--- config.mk ---
export PLATFORM = sky130hd
export DESIGN_NAME = gpasp_port
export DESIGN_NICKNAME = d
export VERILOG_FILES = /design/src/logic/gpasp_pkg.sv /design/src/logic/gpasp_pin_sync.sv /design/src/logic/gpasp_port.sv
export VERILOG_INCLUDE_DIRS = /design/src /design/src/logic
export SDC_FILE = /design/constraint.sdc
export NUM_CORES = 1
export LEC_CHECK = 0
export ABC_AREA = 1
export BUFFER_PORTS_ARGS = -buffer_cell sky130_fd_sc_hd__buf_2
export CAP_MARGIN = 20
export CORE_MARGIN = 4
export CORE_UTILIZATION = 50
export CTS_BUF_LIST = sky130_fd_sc_hd__clkbuf_8
export CTS_CLUSTER_SIZE = 25
export DETAILED_ROUTE_END_ITERATION = 8
export MAX_ROUTING_LAYER = met4
export PLACE_DENSITY = 0.76
export RECOVER_POWER = 50
export SLEW_MARGIN = 20
export SYNTH_ARGS = -nofsm -noshare
export SYNTH_HDL_FRONTEND = slang
export SYNTH_HIERARCHICAL = 1
export SYNTH_SLANG_ARGS = --single-unit
--- constraint.sdc ---
create_clock -name clk -period 1.35 [get_ports clk]
set_clock_uncertainty 0.05 [all_clocks]
set_input_delay 0.135 -clock clk [delete_from_list [all_inputs] [get_ports clk]]
set_output_delay 0.135 -clock clk [all_outputs]
set_load 0.005 [all_outputs]
--- src/logic/gpasp_cfg.svh ---
// Constants for the shared analog/digital pin port: offsets, reset values, widths
`ifndef GPASP_CFG_SVH
`define GPASP_CFG_SVH
`define GPASP_NPINS 16
`define GPASP_AW 4
`define GPASP_OFS_DIR 4'h0
`define GPASP_OFS_PORT 4'h1
`define GPASP_OFS_LAT 4'h2
`define GPASP_OFS_ANSEL 4'h3
`define GPASP_OFS_PU 4'h4
`define GPASP_OFS_PD 4'h5
`define GPASP_OFS_ALT_EN 4'h6
`define GPASP_OFS_STATUS 4'h7
`define GPASP_RST_DIR 16'hFFFF
`define GPASP_RST_LAT 16'h0000
`define GPASP_RST_ANSEL 16'hFFFF
`define GPASP_RST_PU 16'h0000
`define GPASP_RST_PD 16'h0000
`define GPASP_RST_ALT_EN 16'h0000
`define GPASP_ANALOG_MASK 16'hFFFF
`endif

--- src/logic/gpasp_pkg.sv ---
// Types for the shared analog/digital pin port
package gpasp_pkg;
    typedef logic [15:0] gpasp_word_t;
    typedef logic [3:0] gpasp_addr_t;
    typedef enum logic [1:0] {
        GPASP_FN_ANALOG,
        GPASP_FN_ALT,
        GPASP_FN_GPIO
    } gpasp_fn_t;
endpackage : gpasp_pkg

--- src/logic/gpasp_pin_sync.sv ---
// Two-flop synchroniser for the pin inputs and the over-voltage detect level
module gpasp_pin_sync #(
    parameter int W = 1
) (
    input wire logic clk,
    input wire logic nrst,
    input wire logic [W-1:0] async_in,
    output logic [W-1:0] sync_out
);
    logic [W-1:0] meta_r;

    always_ff @(posedge clk) begin
        if (!nrst) begin
            meta_r <= '0;
            sync_out <= '0;
        end else begin
            meta_r <= async_in;
            sync_out <= meta_r;
        end
    end
endmodule : gpasp_pin_sync

--- src/logic/gpasp_port.sv ---
// Shared analog/digital general-purpose pin port with register access
// Behaviour
// - After any reset, every analog-capable pin comes up in analog mode.
// - Analog pin: digital input buffer off, port and latch reads return zero.
// - Writing zero to a pin's analog select bit makes it digital I/O.
// - Output driver still works in analog mode when direction is output.
// - Highest-priority enabled function owns the pin; lower ones have no effect, except that the port driver still acts under analog.
// - Each pin has independent pull-up and pull-down enable bits.
// - Over-voltage detect tri-states every pin while it is asserted.
`include "gpasp_cfg.svh"
module gpasp_port (
    input wire logic clk,
    input wire logic nrst,
    input wire gpasp_pkg::gpasp_addr_t addr,
    input wire gpasp_pkg::gpasp_word_t wdata,
    input wire logic wr_stb,
    input wire logic rd_stb,
    output gpasp_pkg::gpasp_word_t rdata,
    input wire gpasp_pkg::gpasp_word_t pin_in,
    output gpasp_pkg::gpasp_word_t pin_out,
    output gpasp_pkg::gpasp_word_t pin_oe,
    output gpasp_pkg::gpasp_word_t pullup_en,
    output gpasp_pkg::gpasp_word_t pulldown_en,
    output gpasp_pkg::gpasp_word_t analog_connect,
    output gpasp_pkg::gpasp_word_t dig_in_enable,
    input wire gpasp_pkg::gpasp_word_t alt_out,
    input wire gpasp_pkg::gpasp_word_t alt_oe,
    output gpasp_pkg::gpasp_word_t alt_in,
    input wire logic core_overvoltage_detect
);
    import gpasp_pkg::*;

    gpasp_word_t direction_control_r;
    gpasp_word_t output_latch_r;
    gpasp_word_t analog_select_r;
    gpasp_word_t pullup_enable_r;
    gpasp_word_t pulldown_enable_r;
    gpasp_word_t alt_enable_r;
    gpasp_word_t pin_sync;
    gpasp_word_t rdata_nxt;
    logic ovd_sync;
    gpasp_word_t pin_out_nxt;
    gpasp_word_t pin_oe_nxt;

    // Per-pin owner after left-to-right priority: analog, then alternate, then port
    function automatic gpasp_fn_t pin_owner(input logic an, input logic alt);
        if (an) begin
            return GPASP_FN_ANALOG;
        end else if (alt) begin
            return GPASP_FN_ALT;
        end
        return GPASP_FN_GPIO;
    endfunction : pin_owner

    gpasp_pin_sync #(
        .W(`GPASP_NPINS + 1)
    ) u_sync (
        .clk(clk),
        .nrst(nrst),
        .async_in({core_overvoltage_detect, pin_in}),
        .sync_out({ovd_sync, pin_sync})
    );

    wire logic wr_hit = wr_stb;

    always_ff @(posedge clk) begin
        if (!nrst) begin
            analog_select_r <= `GPASP_RST_ANSEL;
        end else if (wr_hit && addr == `GPASP_OFS_ANSEL) begin
            // Only analog-capable pins may leave a 1 here
            analog_select_r <= wdata & `GPASP_ANALOG_MASK;
        end
    end

    always_ff @(posedge clk) begin
        if (!nrst) begin
            direction_control_r <= `GPASP_RST_DIR;
            output_latch_r <= `GPASP_RST_LAT;
            alt_enable_r <= `GPASP_RST_ALT_EN;
        end else if (wr_hit) begin
            case (addr)
                `GPASP_OFS_DIR: direction_control_r <= wdata;
                `GPASP_OFS_LAT: output_latch_r <= wdata;
                // Port writes land in the latch, as usual for such ports
                `GPASP_OFS_PORT: output_latch_r <= wdata;
                `GPASP_OFS_ALT_EN: alt_enable_r <= wdata;
                default: ;
            endcase
        end
    end

    always_ff @(posedge clk) begin
        if (!nrst) begin
            pullup_enable_r <= `GPASP_RST_PU;
            pulldown_enable_r <= `GPASP_RST_PD;
        end else if (wr_hit) begin
            if (addr == `GPASP_OFS_PU) begin
                pullup_enable_r <= wdata;
            end
            if (addr == `GPASP_OFS_PD) begin
                pulldown_enable_r <= wdata;
            end
        end
    end

    // Pin drive: analog still lets the port driver act on output direction
    always_comb begin
        pin_out_nxt = '0;
        pin_oe_nxt = '0;
        for (int i = 0; i < `GPASP_NPINS; i++) begin
            case (pin_owner(analog_select_r[i], alt_enable_r[i]))
                GPASP_FN_ANALOG: begin
                    pin_out_nxt[i] = output_latch_r[i];
                    pin_oe_nxt[i] = ~direction_control_r[i];
                end
                GPASP_FN_ALT: begin
                    pin_out_nxt[i] = alt_out[i];
                    pin_oe_nxt[i] = alt_oe[i];
                end
                GPASP_FN_GPIO: begin
                    pin_out_nxt[i] = output_latch_r[i];
                    pin_oe_nxt[i] = ~direction_control_r[i];
                end
                default: begin
                    pin_out_nxt[i] = 1'b0;
                    pin_oe_nxt[i] = 1'b0;
                end
            endcase
        end
        if (ovd_sync) begin
            pin_oe_nxt = '0;
        end
    end

    always_ff @(posedge clk) begin
        if (!nrst) begin
            pin_out <= '0;
            pin_oe <= '0;
            pullup_en <= '0;
            pulldown_en <= '0;
            analog_connect <= '0;
            dig_in_enable <= '0;
            alt_in <= '0;
        end else begin
            pin_out <= pin_out_nxt;
            pin_oe <= pin_oe_nxt;
            // Pulls are released too so a tri-stated pin really floats
            pullup_en <= ovd_sync ? '0 : pullup_enable_r;
            pulldown_en <= ovd_sync ? '0 : pulldown_enable_r;
            analog_connect <= analog_select_r;
            dig_in_enable <= ~analog_select_r;
            // Alternate input only sees the pin while it owns it
            alt_in <= pin_sync & alt_enable_r & ~analog_select_r;
        end
    end

    always_comb begin
        rdata_nxt = '0;
        case (addr)
            `GPASP_OFS_DIR: rdata_nxt = direction_control_r;
            `GPASP_OFS_PORT: rdata_nxt = pin_sync & ~analog_select_r;
            `GPASP_OFS_LAT: rdata_nxt = output_latch_r & ~analog_select_r;
            `GPASP_OFS_ANSEL: rdata_nxt = analog_select_r;
            `GPASP_OFS_PU: rdata_nxt = pullup_enable_r;
            `GPASP_OFS_PD: rdata_nxt = pulldown_enable_r;
            `GPASP_OFS_ALT_EN: rdata_nxt = alt_enable_r;
            `GPASP_OFS_STATUS: rdata_nxt = {15'h0000, ovd_sync};
            default: rdata_nxt = '0;
        endcase
    end

    // Read data stand only in the cycle after the strobe
    always_ff @(posedge clk) begin
        if (!nrst) begin
            rdata <= '0;
        end else if (rd_stb) begin
            rdata <= rdata_nxt;
        end else begin
            rdata <= '0;
        end
    end
endmodule : gpasp_port

==> metrics, run 1 <==
run status=complete, no violations; dpl hpwl=18300 um; DP Worst Slack=-0.0884 ns; # rows=48; most frequent cells in the layout=dfxtp_1, buf_2, inv_1; # nets final=1488; CTS Buffer Depth=3; crit start category=register; Slew headroom=62.7%; TNS Setup=0 ns; Min Hold Slack=0.0435 ns; first-pass GRT wire length=41700 um; fraction of the yosys area taken by sequential cells=57.0%; Vias per Instance=4.96; CTS root buf=clkbuf_8; via count=8271; WL per Instance=16.0 um; Mapped Area=9070 um^2; critical path data required time=1.16 ns; Post-synth ARST share=0%; critical-path cell with the highest stage delay=dfxtp_1; CP Cell Sequence=buf_2; most common cell after layout, fill and taps aside=dfxtp_1; vias in the first global route=7964; Worst-Margin Slew=0.560 ns; Max FO, Critical Path=1; area delta synth->final=31.8%; Peak VDD IR=0.000801 V; Netlist cell types=26; slowest stage delay, CP=0.39 ns; Die X-Extent=143 um; Post-Layout Cell Count=1668; CP Capture Type=primary output; top_reg_cell synth=dfxtp_1; DRT Pass-1 Iters=5; placed cells=1531; max capacitance violation total=0; Post-CTS Setup Bufs=0; Syn Area/Cell=8.18 um^2; Pwr Density=1290 nW/um^2; Period minus WS final=1.25 ns; die area=20400 um^2; gr usage total=26.6%; # H-tree levels=2; Synth Instances=1108; Slew Limit Fails=0; yosys warns=6; EDFF count, synth=0; Ant. Diodes=0; WP data arrival=1.07 ns; CTS sink count=258; IO Pins=201; Placed Area=10500 um^2; Hold Path Class=input port to register; RD Place Congestion=0.894; Reg clk slew, reported paths=0.06 ns; final antenna-violating net count=0; # DRC=0; Die Ht=143 um; largest net degree at the start of global routing=79; Crit path max-delay family=flip-flops; Initial Util=51.7%; Port-buffer cells=200; post-route cell area=11900 um^2; share of layout cells above drive strength 1=22.4%; unrepaired setup endpoints after global routing=no; core area=17500 um^2; Initial DRC Count=636; final hold viol count=0; fin crit share=92.7%; Pleak=5.78 nW; final number of setup-violating endpoints=0; final WL=26600 um; fin worst setup slack=0.0986 ns; Syn Nets=1181; critical path type=register to primary output; Critical path buffers and inverters=1; total CTS buffers=41; clk_lat worst skew=0.55 ns; Max Fclk=799 MHz; synthesis-stage register bit count=258; total grt overflow=0; CTS tree=yes; antenna violations before repair=0
==> final timing paths <==
check,cells past startpoint,slack [ns],end,start
worst min-delay path,4,0.04,rdata[3],rd_stb
worst max register to register,5,0.11,pullup_en[14],u_sync/sync_out[16]
worst max-delay path,1,0.1,rdata[2],rdata[2]
worst min register to register,2,0.36,u_sync/sync_out[8],u_sync/meta_r[8]
==> repair_timing <==
item,4_1_cts,5_1_grt
hold buffers,66,0
endpoints found under the setup margin,0,13
resized for setup,0,1
endpoints found under the hold margin,145,0
==> layer usage <==
layer  vias to the layer above  wire length, um  track usage, %
li1                       4107                -               -
met1                      3716            11500            36.9
met2                       391            11700            39.5
met3                        57             2650            5.09
met4                         0              693            8.15
met5                         -                0               -
==> power breakdown <==
part	leakage, nW	switching (mW)	internal [mW]
logic	3.21	0.621	0.495
registers	2.10	0.0872	7.81
clock network	0.469	2.94	3.51
total	5.78	3.65	11.8
==> cells by family after synthesis <==
logic type / after synthesis / synth area share [%]
buffers and inverters: 229 / 11.2
and+or+nand+nor: 366 / 17.7
AOI/OAI and AO/OA: 255 / 14.1
DFF: 258 / 57.0
==> metrics by stage <==
stage	power, mW	util [%]
after floorplan	8.54	-
after global placement	8.99	60.2
after detailed placement	9.01	60.2
after CTS	15.6	68.5
after global routing	16.0	68.1
final	15.5	68.1
==> sequential cells by signal (all words and copies together) (netlist names) <==
signal	flops
alt_enable_r	16
alt_in	16
pulldown_en	16
u_sync/meta_r	17
pin_oe	16
dig_in_enable	16
analog_connect	16
pin_out	16
pulldown_enable_r	16
pullup_enable_r	16
u_sync/sync_out	17
output_latch_r	16
direction_control_r	16
pullup_en	16
rdata	16
analog_select_r	16
==> cell usage after synthesis (9+ instances only) <==
| cell type | instances | area (um^2) |
|---|---|---|
| nor2_1 | 82 | 308 |
| nand3_1 | 69 | 345 |
| nor3_1 | 15 | 75.1 |
| buf_4 | 9 | 67.6 |
| a21oi_1 | 127 | 636 |
| buf_6 | 12 | 135 |
| buf_2 | 9 | 45.0 |
| nand2_1 | 180 | 676 |
| o21ai_1 | 35 | 175 |
| inv_1 | 170 | 638 |
| dfxtp_1 | 258 | 5160 |
| clkbuf_1 | 16 | 60.1 |
| o21ai_0 | 92 | 460 |
==> area by class of cell <==
cell class / count / area (um^2)
Timing Repair Buffer: 319 / 2170
Fill cell: 1408 / 5590
Multi-Input combinational cell: 621 / 2870
Inverter: 174 / 656
Sequential cell: 258 / 5160
Tap cell: 225 / 282
Clock inverter: 18 / 78.8
Clock buffer: 53 / 729
Power figures use the tool's default switching activity.
==> inputs of run 2 (changes only) <==
--- a/config.mk
+++ b/config.mk
@@ -16,9 +16,10 @@
 export DETAILED_ROUTE_END_ITERATION = 8
 export MAX_ROUTING_LAYER = met4
 export PLACE_DENSITY = 0.76
-export RECOVER_POWER = 50
+export RECOVER_POWER = 25
 export SLEW_MARGIN = 20
 export SYNTH_ARGS = -nofsm -noshare
 export SYNTH_HDL_FRONTEND = slang
 export SYNTH_HIERARCHICAL = 1
 export SYNTH_SLANG_ARGS = --single-unit
+export TNS_END_PERCENT = 5
==> run 2 against run 1 <==
Effect of this change:
- routed wire length is 0.23% lower
- power increased by 0.10%
- final cell count unchanged
- via count decreased by 0.11%
- sequential power about the same
- sequential cell count is the same
- die area unchanged
- global-route usage unchanged
==> metrics, run 2 (synthesis results as in run 1) <==
TNS Setup=0 ns; final WL=26500 um; most frequent cells in the layout=dfxtp_1, buf_2, inv_1; share of power burned in combinational logic=7.3%; gr usage total=26.6%; critical path data required time=1.16 ns; Die Ht=143 um; Pleak=5.80 nW; Critical path buffers and inverters=1; # nets final=1488; largest net degree at the start of global routing=79; Tot Pwr=15.5 mW; dpl hpwl=18300 um; max capacitance violation total=0; share of layout cells above drive strength 1=22.8%; Clock Power Share=41.7%; Worst-Margin Slew=0.565 ns; clk_lat worst skew=0.55 ns; Worst Hold Endpoint=rdata[9]; Hold Path Class=input port to register; cells on worst reg2reg path=5; power share of the sequential group=51.0%; Crit Reg-Reg Startpoint=u_sync/sync_out[16]; Hold Startpoint=rd_stb; Hold Crit Depth=4; CTS root buf=clkbuf_8; final number of setup-violating endpoints=0; antenna violations before repair=0; # H-tree levels=2; Pwr Density=1290 nW/um^2; crit start category=register; Period minus WS final=1.24 ns; slowest stage delay, CP=0.39 ns; Slew headroom=62.3%; CP Cell Sequence=buf_2; run status=complete, no violations; vias in the first global route=7964; CTS Buffer Depth=3; Ant. Diodes=0; Sw Share=23.7%; via count=8262; Die X-Extent=143 um; CTS sink count=258; Slew Limit Fails=0; worst r2r dst=pullup_en[14]; most common cell after layout, fill and taps aside=dfxtp_1; CP Capture Type=primary output; Post-Layout Cell Count=1668; Min Hold Slack=0.0424 ns; final hold viol count=0; Final Core Density=68.4%; Initial Util=51.7%; WP data arrival=1.06 ns; Max FO, Critical Path=1; area delta synth->final=32.3%; critical path type=register to primary output; placed cells=1531; CTS tree=yes; Switching Power=3.66 mW; Crit path max-delay family=flip-flops; WL per Instance=15.9 um; # rows=48; # DRC=0; Vias per Instance=4.95; Peak VDD IR=0.000801 V; Initial DRC Count=690; Internal=11.8 mW; critical-path cell with the highest stage delay=dfxtp_1; final antenna-violating net count=0; unrepaired setup endpoints after global routing=no; R2R Setup Slk=0.11 ns; die area=20400 um^2; total CTS buffers=41; RD Place Congestion=0.894; IO Pins=201; Port-buffer cells=200; Max Fclk=804 MHz; DRT Pass-1 Iters=6; first-pass GRT wire length=41700 um; Reg clk slew, reported paths=0.06 ns; total grt overflow=0; core area=17500 um^2; fin crit share=92.2%; Largest regs=u_sync/meta_r: 17 flops, u_sync/sync_out: 17 flops
run 2: how the worst max path moves through the flow:
stage / start / endpoint / slack (ns) / cells after the start
3_5_place_dp: addr[0] / pulldown_enable_r[6] / -0.09 / 7
6_report: rdata[2] / rdata[2] / 0.11 / 1
5_1_grt: u_sync/sync_out[16] / pullup_en[14] / 0.03 / 5
3_3_place_gp: addr[0] / pulldown_enable_r[15] / -0.08 / 7
4_1_cts: u_sync/sync_out[16] / pullup_en[14] / 0.05 / 5
2_1_floorplan: addr[1] / direction_control_r[10] / 0.18 / 6
run 2: power groups by stage:
| stage | logic, mW | registers [mW] | clock network, mW |
|---|---|---|---|
| 2_1_floorplan | 0.498 | 8.04 | 0 |
| 3_3_place_gp | 0.939 | 8.05 | 0 |
| 3_5_place_dp | 0.960 | 8.05 | 0 |
| 4_1_cts | 1.12 | 7.89 | 6.56 |
| 5_1_grt | 1.24 | 7.91 | 6.88 |
| 6_report | 1.13 | 7.89 | 6.46 |
run 2: what timing repair did:
item | in CTS | in global routing
resized for setup | 0 | 1
hold buffers | 66 | 0
hold endpoints to repair | 145 | 0
setup buffers | 0 | 0
endpoints found under the setup margin | 0 | 13
run 2: through the flow:
step,setup WS (ns),cell area [um^2]
after floorplan,0.175,9070
after global placement,-0.0771,10500
after detailed placement,-0.0884,10500
after CTS,0.0505,12000
after global routing,0.0337,12000
final,0.105,12000
run 2: cell type report:
| cell class | count | area, um^2 |
|---|---|---|
| repair buffers | 319 | 2200 |
| clock inverters | 18 | 78.8 |
| well taps | 225 | 282 |
| clock buffers | 53 | 729 |
| flip-flops and latches | 258 | 5160 |
| fillers | 1398 | 5540 |
| multi-input cells | 621 | 2880 |
| inverters | 174 | 656 |
run 2: metal layers:
layer | part of all wire [%] | wire length, um | vias up | global-route usage (%)
met3 | 10 | 2650 | 51 | 5.09
met5 | 0 | 0 | - | -
met2 | 44 | 11600 | 400 | 39.5
li1 | - | - | 4110 | -
met4 | 2.4 | 650 | 0 | 8.15
met1 | 44 | 11600 | 3701 | 36.9
==> inputs of run 3 (changes only) <==
--- a/config.mk
+++ b/config.mk
@@ -6,7 +6,6 @@
 export SDC_FILE = /design/constraint.sdc
 export NUM_CORES = 1
 export LEC_CHECK = 0
-export ABC_AREA = 1
 export BUFFER_PORTS_ARGS = -buffer_cell sky130_fd_sc_hd__buf_2
 export CAP_MARGIN = 20
 export CORE_MARGIN = 4
==> run 3 against run 2 <==
Effect of this change:
- sequential share of layout area decreased by 0.35 points
- via count decreased by 5.3%
- combinational power decreased by 6%
- sequential power about the same
==> metrics, run 3 <==
Placed Area=10700 um^2; Ant. Diodes=0; first-pass GRT wire length=40400 um; Commonest cells post-synth=dfxtp_1, nand2_1, nor2b_1, and2_1, mux2i_1; final WL=26300 um; # nets final=1321; Die Ht=143 um; unrepaired setup endpoints after global routing=no; CP Capture Type=register; Period minus WS final=1.25 ns; max capacitance violation total=0; CTS Buffer Depth=3; Netlist cell types=37; top_reg_cell synth=dfxtp_1; M1 GR Usage=35.9%; critical path type=register to register; synthesis-stage register bit count=258; Synth Instances=947; IO Pins=201; register area=5170 um^2; CTS sink count=258; most frequent cells in the layout=dfxtp_1, buf_2, nand2_1; Post-synth ARST share=0%; Initial DRC Count=701; WP data arrival=1.66 ns; Worst-Margin Slew=0.604 ns; CTS root buf=clkbuf_8; Peak VDD IR=0.00112 V; crit start category=register; Tot Pwr=15.3 mW; total grt overflow=0; cells on worst reg2reg path=4; TNS Setup=0 ns; Syn Nets=1020; RD Place Congestion=0.932; WL per Instance=17.5 um; Yosys top cell area share=56.3%; EDFF count, synth=0; GR peak layer=met2; Hold Path Class=input port to register; clk_lat worst skew=0.53 ns; Syn Area/Cell=9.69 um^2; Mapped Area=9170 um^2; core area=18000 um^2; antenna violations before repair=0; fraction of the yosys area taken by sequential cells=56.3%; Pleak=5.44 nW; final hold viol count=0; Port-buffer cells=200; Die X-Extent=143 um; gr usage total=25.6%; Slew headroom=59.6%; cell accounting for the most synthesized area=dfxtp_1; most common cell in the netlist=dfxtp_1; via count=7827; yosys warns=6; vias in the first global route=7513; Vias per Instance=5.21; Hold Startpoint=rd_stb; final number of setup-violating endpoints=0; Fillers=1421; fin worst setup slack=0.0985 ns; worst r2r dst=rdata[2]; run status=complete, no violations; # rows=49; Largest regs=u_sync/meta_r: 17 flops, u_sync/sync_out: 17 flops; Max FO, Critical Path=2; Max Fclk=799 MHz; Initial Util=50.9%; Slew Limit Fails=0; fin crit share=92.7%; GR Util met3=4.73%; # H-tree levels=2; CTS tree=yes; largest net degree at the start of global routing=141; dpl hpwl=18000 um; DRT Pass-1 Iters=5; Pwr Density=1260 nW/um^2; Reg clk slew, reported paths=0.06 ns; critical path launch point=u_sync/sync_out[2]; share of layout cells above drive strength 1=27.6%; die area=20600 um^2; critical path data required time=1.75 ns; area delta synth->final=31.9%; post-route cell area=12100 um^2; Worst Hold Endpoint=rdata[8]; Crit Reg-Reg Startpoint=u_sync/sync_out[2]; area of the multi-input gates=3700 um^2; Hold Crit Depth=4; final antenna-violating net count=0; total CTS buffers=40; GR Util met2=37.8%; # DRC=0; R2R Setup Slk=0.1 ns; most common cell after layout, fill and taps aside=dfxtp_1; DP Worst Slack=-0.156 ns; synth top area cells=dfxtp_1, nand2_1, nor2b_1
run 3: cell count changes after synthesis, sizes merged, moves of 34 or more:
cell	delta
inv	-174
a21boi	+48
nor2b	+70
nor2	-54
mux2i	+42
a21oi	-106
nand3	-34
and2	+86
o21ai	-120
run 3: layout make-up:
| class | count | area share (%) |
|---|---|---|
| tap | 229 | 2.37 |
| multi-input combinational | 628 | 30.6 |
| clock buffer | 52 | 5.92 |
| sequential | 258 | 42.7 |
| timing repair buffer | 320 | 17.8 |
| clock inverter | 16 | 0.610 |
run 3: through the flow:
stage | instances | hold slack (ns) | utilization [%]
after detailed placement | 1368 | 0.307 | 59.3
after floorplan | 947 | 0.209 | -
after CTS | 1503 | 0.0340 | 67.4
final | 1503 | 0.0569 | 67.1
after global placement | 1368 | 0.306 | 59.3
after global routing | 1503 | 0.0740 | 67.1
run 3: kinds of logic after synthesis:
logic type      after synthesis  share of synthesized area (%)
buf+inv                      61                           3.27
mux                          42                           4.58
flops                       258                           56.3
compound gates              139                           11.0
simple gates                447                           24.8
run 3: where the power goes:
part           internal (mW)  switching, mW
combinational          0.545          0.516
clock                   3.44           2.91
sequential              7.78         0.0986
total                   11.8           3.52
run 3: worst max path at each step:
stage | endpoint | slack [ns]
2_1_floorplan | output_latch_r[10] | -0.008
3_3_place_gp | rdata[0] | -0.10
3_5_place_dp | rdata[8] | -0.16
4_1_cts | rdata[2] | 0.05
5_1_grt | pulldown_en[1] | 0.02
6_report | rdata[2] | 0.1
run 3: what timing repair did:
item,4_1_cts,5_1_grt
gates resized for setup,0,2
setup buffers,0,0
hold buffers,67,0
setup endpoints to repair,0,2
endpoints found under the hold margin,146,0
run 3: critical path, stage by stage (launching register included):
cell	delay (ns)
dfxtp_2	0.35
mux2i_1	0.07
or2_2	0.27
a221o_1	0.31
a21oi_1	0.12
run 3: metal layers:
layer / part of all wire, % / vias up
met2: 44 / 419
met3: 9.6 / 49
met1: 44 / 3586
met5: 0 / -
li1: - / 3773
met4: 2.0 / 0
